[config.mk]
export PLATFORM = sky130hd
export DESIGN_NAME = lb2_act_ctrl
export DESIGN_NICKNAME = d
export VERILOG_FILES = /design/src/pin_sync3.v /design/src/lb2_act_ctrl.v
export VERILOG_INCLUDE_DIRS = /design/src /design/src/src
export SDC_FILE = /design/constraint.sdc
export NUM_CORES = 1
export LEC_CHECK = 0
export BUFFER_PORTS_ARGS = -buffer_cell sky130_fd_sc_hd__buf_4
export CELL_PAD_IN_SITES_DETAIL_PLACEMENT = 1
export CELL_PAD_IN_SITES_GLOBAL_PLACEMENT = 1
export CORE_MARGIN = 2
export CORE_UTILIZATION = 42
export CTS_CLUSTER_DIAMETER = 120
export DETAILED_ROUTE_END_ITERATION = 16
export PLACE_DENSITY = 0.94
export SYNTH_ARGS = -nofsm -noshare
export SYNTH_HDL_FRONTEND = slang
export SYNTH_HIERARCHICAL = 1
export SYNTH_SLANG_ARGS = --single-unit
[constraint.sdc]
create_clock -name pclk -period 3.7 [get_ports pclk]
set_clock_uncertainty 0.15 [all_clocks]
set_input_delay 0.185 -clock pclk [delete_from_list [all_inputs] [get_ports pclk]]
set_output_delay 0.185 -clock pclk [all_outputs]
set_load 0.02 [all_outputs]
[src/lb2_ctrl_regs.vh]
`ifndef LB2_CTRL_REGS_VH
`define LB2_CTRL_REGS_VH

// ----------------------------------------
// Register byte offsets
// ----------------------------------------
`define OFS_DEVICE_CONFIG   8'h00
`define OFS_U_IF_CTRL       8'h04
`define OFS_ST_IF_CTRL      8'h08
`define OFS_U_IRQ           8'h0C
`define OFS_U_IRQ_MASK      8'h10
`define OFS_STATUS          8'h14

// ----------------------------------------
// Field positions
// ----------------------------------------
`define BIT_AUTO_EOC        4
`define BIT_ACT_TX_CTL      4
`define BIT_AUTO_ACT        5
`define BIT_ACT_MODE        6
`define BIT_IRQ_LB2         0
`define BIT_IRQ_ACT_CHG     1

// ----------------------------------------
// Status layout
// ----------------------------------------
`define ST_TRANSPARENT      0
`define ST_ACT_TX           1
`define ST_LB2              2
`define ST_U_ACTIVE         3
`define ST_ACT_RX           4
`define ST_INFO3            5
`define ST_FORCE_ONES       6

// ----------------------------------------
// Reset values and constants
// ----------------------------------------
`define RST_DEVICE_CONFIG   8'h10
`define RST_U_IF_CTRL       8'h20
`define RST_ST_IF_CTRL      8'h00
`define RST_U_IRQ_MASK      8'h00
`define REG_W               8
`define CTRL_BITS           3
`define ALL_ONES            8'hFF
`define ZERO_WORD           32'h0000_0000
`define ACT_MODE_ANSI       1'b0

`endif

[src/pin_sync3.v]
`timescale 1ns/100ps

// ----------------------------------------
// Three-stage pin synchroniser
// ----------------------------------------
module pin_sync3 #(
	parameter WIDTH = 3
) (
	input  wire             pclk,
	input  wire             presetn,
	input  wire [WIDTH-1:0] pin_in,
	output wire [WIDTH-1:0] pin_out
);

	genvar i;
	generate
		for (i = 0; i < WIDTH; i = i + 1) begin : g_bit
			reg s1;
			reg s2;
			reg s3;
			reg held;
			// First stage feeds only the second; a change counts once s2 and s3 agree
			always @(posedge pclk or negedge presetn) begin
				if (!presetn) begin
					s1   <= 1'b0;
					s2   <= 1'b0;
					s3   <= 1'b0;
					held <= 1'b0;
				end else begin
					s1 <= pin_in[i];
					s2 <= s1;
					s3 <= s2;
					if (s2 == s3) begin
						held <= s3;
					end
				end
			end
			assign pin_out[i] = held;
		end
	endgenerate

endmodule // pin_sync3

[src/lb2_act_ctrl.v]
// Local design decisions: the address map and register access over APB.
`timescale 1ns/100ps
`include "lb2_ctrl_regs.vh"

module lb2_act_ctrl (
	input  wire        pclk,
	input  wire        presetn,
	// APB slave
	input  wire        psel,
	input  wire        penable,
	input  wire        pwrite,
	input  wire [7:0]  paddr,
	input  wire [31:0] pwdata,
	output reg  [31:0] prdata,
	output wire        pready,
	output wire        pslverr,
	output wire        irq,
	// Transceiver core pins
	input  wire        info3_detect,
	input  wire        act_rx,
	input  wire        u_active,
	// EOC decoder, same clock
	input  wire        eoc_lb2_cmd,
	input  wire        eoc_return_cmd,
	// Loopback data path
	input  wire [7:0]  lb_data_in,
	input  wire        lb_data_valid,
	output reg  [7:0]  lb_data_out,
	output reg         lb_data_out_valid,
	// Control outputs
	output reg         act_tx,
	output reg         bd_loop_en,
	output reg         st_loop_en,
	output reg         up_transparent,
	output reg         force_ones
);

	// ----------------------------------------
	// Pin synchronisation
	// ----------------------------------------
	// Core pins are asynchronous to pclk; four flops each
	wire [`CTRL_BITS-1:0] pins_sync;
	wire                  info3_s;
	wire                  act_rx_s;
	wire                  u_active_s;

	pin_sync3 #(
		.WIDTH (`CTRL_BITS)
	) i_pin_sync3 (
		.pclk    (pclk),
		.presetn (presetn),
		.pin_in  ({info3_detect, act_rx, u_active}),
		.pin_out (pins_sync)
	);

	// Split the synced bus back into named levels
	assign info3_s    = pins_sync[2];
	assign act_rx_s   = pins_sync[1];
	assign u_active_s = pins_sync[0];

	// ----------------------------------------
	// Register storage
	// ----------------------------------------
	// Software-visible bytes, one to each bus word
	reg  [`REG_W-1:0] device_config_reg;
	reg  [`REG_W-1:0] u_interface_ctrl_reg;
	reg  [`REG_W-1:0] st_interface_ctrl_reg;
	reg  [`REG_W-1:0] u_interrupt_reg;
	reg  [`REG_W-1:0] u_interrupt_mask_reg;
	reg               lb2_active;
	reg               u_active_d;

	wire              auto_eoc_processor_enable;
	wire              transmit_activation_ctl;
	wire              auto_act_enable;
	wire              act_mode_select;
	wire              mode_ansi;

	// Control fields picked out of the stored bytes
	assign auto_eoc_processor_enable = device_config_reg[`BIT_AUTO_EOC];
	assign transmit_activation_ctl   = u_interface_ctrl_reg[`BIT_ACT_TX_CTL];
	assign auto_act_enable           = u_interface_ctrl_reg[`BIT_AUTO_ACT];
	assign act_mode_select           = st_interface_ctrl_reg[`BIT_ACT_MODE];
	assign mode_ansi                 = (act_mode_select == `ACT_MODE_ANSI);

	// ----------------------------------------
	// APB decode
	// ----------------------------------------
	wire setup_phase;
	wire access_phase;
	wire wr_en;
	wire rd_en;
	wire addr_hit;

	// Bus phase from the two strobes
	assign setup_phase  = psel && !penable;
	assign access_phase = psel && penable;
	assign wr_en        = access_phase && pwrite && addr_hit;
	assign rd_en        = access_phase && !pwrite && addr_hit;

	// Every access finishes in one access cycle; no wait states needed
	assign pready  = 1'b1;
	assign pslverr = access_phase && !addr_hit;

	// Six mapped words; any other offset answers with an error
	assign addr_hit = (paddr == `OFS_DEVICE_CONFIG) ||
	                  (paddr == `OFS_U_IF_CTRL) ||
	                  (paddr == `OFS_ST_IF_CTRL) ||
	                  (paddr == `OFS_U_IRQ) ||
	                  (paddr == `OFS_U_IRQ_MASK) ||
	                  (paddr == `OFS_STATUS);

	// ----------------------------------------
	// Status word
	// ----------------------------------------
	wire [`REG_W-1:0] status_word;

	// Live view of the decisions; top bit reads zero
	assign status_word = {1'b0,
	                      force_ones,
	                      info3_s,
	                      act_rx_s,
	                      u_active_s,
	                      lb2_active,
	                      act_tx,
	                      up_transparent};

	// ----------------------------------------
	// Read mux
	// ----------------------------------------
	reg [`REG_W-1:0] next_rd;

	// Unmapped offsets read as zero
	always @* begin
		case (paddr)
			`OFS_DEVICE_CONFIG: next_rd = device_config_reg;
			`OFS_U_IF_CTRL:     next_rd = u_interface_ctrl_reg;
			`OFS_ST_IF_CTRL:    next_rd = st_interface_ctrl_reg;
			`OFS_U_IRQ:         next_rd = u_interrupt_reg;
			`OFS_U_IRQ_MASK:    next_rd = u_interrupt_mask_reg;
			`OFS_STATUS:        next_rd = status_word;
			default:            next_rd = {`REG_W{1'b0}};
		endcase
	end

	// Read data captured in setup so it is stable for the whole access
	always @(posedge pclk or negedge presetn) begin
		if (!presetn) begin
			prdata <= `ZERO_WORD;
		end else if (setup_phase) begin
			prdata <= {24'h00_0000, next_rd};
		end
	end

	// ----------------------------------------
	// Control register writes
	// ----------------------------------------
	// Writes land at the access edge; pready never stretches them
	always @(posedge pclk or negedge presetn) begin
		if (!presetn) begin
			device_config_reg     <= `RST_DEVICE_CONFIG;
			u_interface_ctrl_reg  <= `RST_U_IF_CTRL;
			st_interface_ctrl_reg <= `RST_ST_IF_CTRL;
			u_interrupt_mask_reg  <= `RST_U_IRQ_MASK;
		end else if (wr_en) begin
			case (paddr)
				`OFS_DEVICE_CONFIG: device_config_reg     <= pwdata[`REG_W-1:0];
				`OFS_U_IF_CTRL:     u_interface_ctrl_reg  <= pwdata[`REG_W-1:0];
				`OFS_ST_IF_CTRL:    st_interface_ctrl_reg <= pwdata[`REG_W-1:0];
				`OFS_U_IRQ_MASK:    u_interrupt_mask_reg  <= pwdata[`REG_W-1:0];
				// Flag and status offsets ignore writes
				default:            device_config_reg     <= device_config_reg;
			endcase
		end
	end

	// ----------------------------------------
	// Loopback 2 state
	// ----------------------------------------
	wire eoc_accept;
	wire lb2_start;
	wire lb2_stop;

	// Commands are only acted on by the automatic EOC processor
	assign eoc_accept = auto_eoc_processor_enable && u_active_s;
	// Entry needs a live U link, so a dead line never raises the entry flag
	assign lb2_start  = eoc_accept && eoc_lb2_cmd && !lb2_active && !eoc_return_cmd;
	// Return wins over a same-cycle entry request; link loss wins over both
	assign lb2_stop   = !u_active_s || (auto_eoc_processor_enable && eoc_return_cmd);

	// Loopback ends on return-to-normal or loss of U activation
	always @(posedge pclk or negedge presetn) begin
		if (!presetn) begin
			lb2_active <= 1'b0;
		end else if (lb2_stop) begin
			lb2_active <= 1'b0;
		end else if (lb2_start) begin
			lb2_active <= 1'b1;
		end
	end

	// ----------------------------------------
	// Event flags
	// ----------------------------------------
	wire act_change;
	wire irq_clear;

	assign act_change = (u_active_s != u_active_d);
	assign irq_clear  = rd_en && (paddr == `OFS_U_IRQ);

	// ----------------------------------------
	// Activation change detect
	// ----------------------------------------
	// Both levels reset low, so reset release shows no false change
	always @(posedge pclk or negedge presetn) begin
		if (!presetn) begin
			u_active_d <= 1'b0;
		end else begin
			u_active_d <= u_active_s;
		end
	end

	// Read clears; an event in the same cycle still sets the flag
	always @(posedge pclk or negedge presetn) begin
		if (!presetn) begin
			u_interrupt_reg <= {`REG_W{1'b0}};
		end else begin
			if (irq_clear) begin
				u_interrupt_reg <= {`REG_W{1'b0}};
			end
			if (act_change) begin
				u_interrupt_reg[`BIT_IRQ_ACT_CHG] <= 1'b1;
			end
			if (lb2_start) begin
				u_interrupt_reg[`BIT_IRQ_LB2] <= 1'b1;
			end
		end
	end

	// ----------------------------------------
	// Interrupt output
	// ----------------------------------------
	// Mask bit set suppresses the matching flag
	assign irq = |(u_interrupt_reg & ~u_interrupt_mask_reg);

	// ----------------------------------------
	// Act bit and transparency decisions
	// ----------------------------------------
	// Decision values for the output registers
	reg  next_act_tx;
	reg  next_transparent;
	reg  next_force_ones;
	wire lb2_first;
	wire lb2_second;

	// Loopback split by the act mode select
	assign lb2_first  = lb2_active && mode_ansi;
	assign lb2_second = lb2_active && !mode_ansi;

	// Only loopback 2 separates the modes; elsewhere both take one path
	always @* begin
		next_act_tx      = info3_s;
		next_transparent = act_rx_s;
		next_force_ones  = 1'b0;
		if (lb2_first) begin
			next_act_tx      = 1'b0;
			next_transparent = 1'b1;
		end else if (lb2_second) begin
			// LT only answers act 1 after ours, so this loop closes itself
			next_act_tx      = info3_s;
			next_transparent = act_rx_s;
			next_force_ones  = !act_rx_s;
		end
		// Manual act wins in every mode, so software can hold act low
		if (!auto_act_enable) begin
			next_act_tx = transmit_activation_ctl;
		end
	end

	// ----------------------------------------
	// Registered control outputs
	// ----------------------------------------
	// Act bit and transparency move together, one edge after their inputs
	always @(posedge pclk or negedge presetn) begin
		if (!presetn) begin
			act_tx         <= 1'b0;
			up_transparent <= 1'b0;
			force_ones     <= 1'b0;
		end else begin
			act_tx         <= next_act_tx;
			up_transparent <= next_transparent;
			force_ones     <= next_force_ones;
		end
	end

	// Both loops open and close on the same edge as the act decisions
	always @(posedge pclk or negedge presetn) begin
		if (!presetn) begin
			bd_loop_en <= 1'b0;
			st_loop_en <= 1'b0;
		end else begin
			bd_loop_en <= lb2_active;
			st_loop_en <= lb2_active;
		end
	end

	// ----------------------------------------
	// Loopback data path
	// ----------------------------------------
	// One output strobe per input word, and only while the loop is closed
	always @(posedge pclk or negedge presetn) begin
		if (!presetn) begin
			lb_data_out_valid <= 1'b0;
		end else begin
			lb_data_out_valid <= lb_data_valid && bd_loop_en;
		end
	end

	// Ones stand in for data until the line end confirms with act 1, except in the first loopback mode, which passes data at once
	always @(posedge pclk or negedge presetn) begin
		if (!presetn) begin
			lb_data_out       <= `ALL_ONES;
		end else begin
			if (lb_data_valid) begin
				if (force_ones || !up_transparent) begin
					lb_data_out <= `ALL_ONES;
				end else begin
					lb_data_out <= lb_data_in;
				end
			end
		end
	end

endmodule // lb2_act_ctrl

# Word-level counts from Yosys, hierarchy flattened

Index checks and enable logic that the tools add are counted.

Flip-flop bits (word level): 69
Output and inout port bits: 49
Logic and storage cells: 91

Eq/ne operators: 9
Muxes and demuxes: 12
Bitwise operators: 3
Reductions and logical operators: 40

Operators by type and width:

| cell                 | count |
|---|---|
| $pmux W8 S6          | 1 |
| $eq A8 B4 Y1 const B | 2 |
| $eq A8 B5 Y1 const B | 2 |
| $logic_and A1 B1 Y1  | 16 |
| $mux W1              | 9 |
| $and A2 B8 Y8        | 1 |
| $eq A8 B3 Y1 const B | 1 |
| $logic_not A1 Y1     | 8 |
| $logic_not A8 Y1     | 1 |
| $mux W8              | 1 |
| $not A8 Y8           | 1 |
| $reduce_and A2 Y1    | 4 |
| $reduce_or A8 Y1     | 1 |
| $logic_or A1 B1 Y1   | 7 |
| $reduce_bool A2 Y1   | 3 |
| $eq A1 B1 Y1         | 3 |
| $mux W2              | 1 |
| $ne A1 B1 Y1         | 1 |
| $not A1 Y1           | 1 |

# Logic depth before layout (Yosys ltp)

Depth in word-level cells: 10
Mapped depth: 5

# By module

Netlist, hierarchy kept.

By module, submodules not included:

| module       | times used | cells each | area an instance (µm²) |
|---|---|---|---|
| lb2_act_ctrl | 1          | 223        | 2815.2 |
| pin_sync3    | 1          | 18         | 356.6 |

# Worst setup path before layout

No wires, ideal clock.

Path type: flip-flop to flip-flop
From: register i_pin_sync3.g_bit[0].held
To: register prdata[3]
Setup time: 0.126 ns
Data arrival time: 1.366 ns
Required time: 3.424 ns
Path slack: 2.058 ns
Cell stages (with the launch flop): 5
Buffers on the path: 1
Clock period less this slack: 1.642 ns
Cell sequence: dfrtp_1 buf_4 mux4_1 and3_1 a221o_1

Word-level cells in the longest chain between the ends: 1

Ends and longest elaborated chain:

| what                   | RTL line           | text |
|---|---|---|
| start, declared        | pin_sync3.v:21     | `reg held;` |
| start signal, assigned | pin_sync3.v:28     | `held <= 1'b0;` |
| start signal, assigned | pin_sync3.v:34     | `held <= s3;` |
| $pmux W8 S6            | lb2_act_ctrl.v:135 | `case (paddr)` |
| end signal, assigned   | lb2_act_ctrl.v:149 | `` prdata <= `ZERO_WORD; `` |
| end signal, assigned   | lb2_act_ctrl.v:151 | `prdata <= {24'h00_0000, next_rd};` |
| end, declared          | lb2_act_ctrl.v:14  | `output reg [31:0] prdata,` |

No other way between the ends.
A chain may end at the register's enable or synchronous reset.

# Final worst setup path

From: register force_ones
To: register lb_data_out[3]

Word-level cells in the longest chain between the ends: 2

Ends and longest elaborated chain:

| what                   | RTL line           | text |
|---|---|---|
| start, declared        | lb2_act_ctrl.v:35  | `output reg force_ones` |
| start signal, assigned | lb2_act_ctrl.v:292 | `force_ones <= next_force_ones;` |
| $logic_or A1 B1 Y1     | lb2_act_ctrl.v:325 | `if (force_ones \|\| !up_transparent) begin` |
| $mux W8                | lb2_act_ctrl.v:325 |  |
| end signal, assigned   | lb2_act_ctrl.v:322 | `` lb_data_out <= `ALL_ONES; `` |
| end signal, assigned   | lb2_act_ctrl.v:326 | `` lb_data_out <= `ALL_ONES; `` |
| end signal, assigned   | lb2_act_ctrl.v:328 | `lb_data_out <= lb_data_in;` |
| end, declared          | lb2_act_ctrl.v:28  | `output reg [7:0] lb_data_out,` |

No other way between the ends.

==> flow_metrics.py <==
metrics = {
    "pwr": {
        "p_leak_nw": 1.974,
        "powerDensity_nw_per_um2": 420.5,
        "sw_frac_of_total_pct": 25.76,
        "seqPwrFrac_pct": 47.6,
        "power_frac_comb_pct": 11.9,
        "pwr-share-clk_pct": 40.5,
        "power.internal_w": 0.001262,
        "switching_power_w": 0.0004378,
        "ir_worst_vdd_v": 0.0002670,
    },
    "global_routing": {
        "antenna_found_initial": 0,
        "grt_pass1_vias": 2424,
        "grt_pass1_wl_mm": 12.70,
        "grt_max_degree": 70,
        "grt_overflow": 0,
        "grtUsageTotal_pct": 20.10,
    },
    "clocking": {
        "cts_resized": 0,
        "clkSinkCount": 69,
        "cts_root_buffer": "clkbuf_8",
        "clockBufferDepth": 2,
        "clk_pin_slew_worst_paths_ns": 0.09,
        "htreeDepth": 3,
        "insertion_delay_ns": 0.35,
        "cts_inserted_buffers": 9,
        "cts_tree": "yes",
    },
    "floorplanning": {
        "dieArea_sq_um": 8263,
        "die_h_um": 90.90,
        "initial_core_util_pct": 43.50,
        "die_x_um": 90.90,
        "ios": 108,
        "std_cell_rows": 31,
        "core_sq_um": 7292,
    },
    "yosys": {
        "syn_inst": 241,
        "synthesis.area_sq_um": 3172,
        "ys_seq_area_share_pct": 54.83,
        "synth-seq-cells": 69,
        "synth.most_common_cell": "dfrtp_1",
        "synth_area_leader_cell": "dfrtp_1",
        "syn_avg_cell_area_sq_um": 13.16,
        "synth_commonest_cells": "dfrtp_1 (59), mux2_2 (34), buf_4 (31), nor2_1 (20), a21oi_1 (13)",
        "ys_warn_count": 6,
        "synthTopCellsByArea": "dfrtp_1 (47%), mux2_2 (12%), dfstp_2 (8.3%), buf_4 (7.3%), mux4_1 (4.1%)",
        "synth_edf_count": 0,
        "ys_types": 44,
        "synth_top_area_share_pct": 46.55,
        "synthArstFlopShare_pct": 100.0,
        "yosys_most_used_dff": "dfrtp_1",
    },
    "job": {
        "maxCapViolCount": 0,
    },
    "place": {
        "dp.cells": 383,
        "dp_hpwl_mm": 5.074,
        "placement.io_buffers": 58,
        "place.gp.congestion": 0.7922,
        "place_ws_ns": 1.666,
    },
    "final_layout": {
        "drive_above_1_share_pct": 39.94,
        "syn2layout_area_growth_pct": 27.42,
        "layoutNonFillerInstCount": 427,
        "insertedDiodeCount": 0,
        "fin_nets": 382,
    },
    "sta": {
        "slew_headroom_pct": 25.02,
        "setup_tns_ns": 0,
        "fmax_mhz": 567.0,
        "final_max_slew_viol_count": 0,
        "layout_min_cycle_time_ns": 1.764,
        "period_share_pct": 47.66,
        "rsz0062_at_grt": "false",
        "setup_violations": 0,
        "tightestPinTransition_ns": 1.109,
        "worst_slack_ns": 1.936,
        "finalHoldViolCount": 0,
        "holdWs_ns": 0.04530,
    },
    "critical_path": {
        "crit_start": "force_ones$_DFF_PN0_",
        "worstPathMaxFanout": 8,
        "r2r_setup_slack_ns": 1.94,
        "end_kind": "register",
        "crit-reg2reg-launch": "force_ones$_DFF_PN0_",
        "critPathKind": "register to register",
        "required_ns": 3.83,
        "crit_path_start_kind": "register",
        "arrival_ns": 1.89,
    },
    "route": {
        "met3RoutedLength_um": 257,
        "drtIter0Drc": 101,
        "drt-total-wl_mm": 7.805,
        "vias": 2187,
        "ant_nets": 0,
        "met1Wirelength_mm": 3.140,
        "route.met2.wl_mm": 4.193,
        "dr.pass1.iters": 4,
        "avgViaCountPerCell": 5.122,
        "wl_per_cell_um": 18.28,
        "drc": 0,
        "top_layer_used": "met4",
    },
    "min_path": {
        "hold_start": "penable",
        "hold_class": "primary input to register",
    },
    "outcome": {
        "status": "finished clean",
    },
}
-- cell type report --
type / count / area, sq um
Clock inverter: 7 / 98.84
Multi-Input combinational cell: 153 / 1221
Clock buffer: 9 / 123.9
Fill cell: 767 / 3251
Timing Repair Buffer: 87 / 723.2
Inverter: 3 / 11.26
Sequential cell: 69 / 1739
Tap cell: 99 / 123.9
-- worst paths after layout --
path                                                            end  cells after the start
worst max-delay path                     lb_data_out[3]$_DFFE_PN1P_                      4
worst min-delay path                          prdata[1]$_DFFE_PN0P_                      4
worst max register to register           lb_data_out[3]$_DFFE_PN1P_                      4
worst min register to register    i_pin_sync3/g_bit[1].s2$_DFF_PN0_                      0
max in group asynchronous                  up_transparent$_DFF_PN0_                      2
min in group asynchronous       u_interface_ctrl_reg[2]$_DFFE_PN0P_                      2
-- worst max-delay path: stages (launching register included) --
cell and delay [ns]:
dfrtp_1 0.42, nand2b_1 0.32, nor2_1 0.18, a21oi_1 0.08, dlygate4sd3_1 0.56
-- per-stage QoR --
step	area (sq um)	total power, W	util, %
floorplan	3258	0.0009338	-
global placement	3538	0.0009856	48.52
detailed placement	3538	0.0009968	48.52
CTS	4041	0.001704	55.42
global route	4041	0.001761	55.42
finish	4041	0.001699	55.42
-- layout by cell type (no fill, tap or decap), types with 2 or more instances in the layout --
master | Yosys | routed
clkbuf_8 | 0 | 9
bufinv_16 | 0 | 2
mux4_2 | 2 | 2
dlygate4sd3_1 | 0 | 28
inv_1 | 3 | 3
mux2_2 | 34 | 34
mux4_1 | 5 | 5
buf_4 | 31 | 59
dfrtp_1 | 59 | 59
clkinv_4 | 0 | 2
a221o_1 | 5 | 5
and3_1 | 6 | 6
conb_1 | 2 | 25
and4b_1 | 2 | 2
nand2b_1 | 4 | 4
maj3_2 | 3 | 3
nand2_1 | 5 | 5
nor2_1 | 20 | 20
a21oi_1 | 13 | 13
a31oi_1 | 2 | 2
dfstp_2 | 10 | 10
and4b_2 | 2 | 2
nand3_1 | 4 | 4
-- cells by family after synthesis --
group,after synthesis,synth area share [%]
flip-flops,69,54.83
AND/OR/NAND/NOR,56,10.89
multiplexers,42,17.95
buffers and inverters,42,9.388
AO/OA/AOI/OAI,26,5.365
adder cells (fa/ha/maj),3,1.065
other,2,0.2368
XOR/XNOR,1,0.2762
-- metal layers --
| metal | global-route usage (%) | vias up |
|---|---|---|
| li1 | - | 976 |
| met1 | 23.10 | 1131 |
| met2 | 36.01 | 64 |
| met3 | 3.756 | 16 |
| met4 | 9.596 | 0 |
| met5 | 0 | - |
-- power groups by stage --
stage	clock, W	sequential, W	combinational [W]
2_1_floorplan	0	0.000831	0.000103
3_3_place_gp	0	0.000819	0.000167
3_5_place_dp	0	0.000822	0.000175
4_1_cts	0.000694	0.000808	0.000203
5_1_grt	0.000730	0.000812	0.000220
6_report	0.000688	0.000808	0.000203
-- timing repair --
| action | in CTS | in global routing |
|---|---|---|
| setup buffers | 0 | 0 |
| hold endpoints to repair | 104 | 0 |
| hold buffers | 28 | 0 |
No activity file was read; power rests on OpenSTA's default activity.
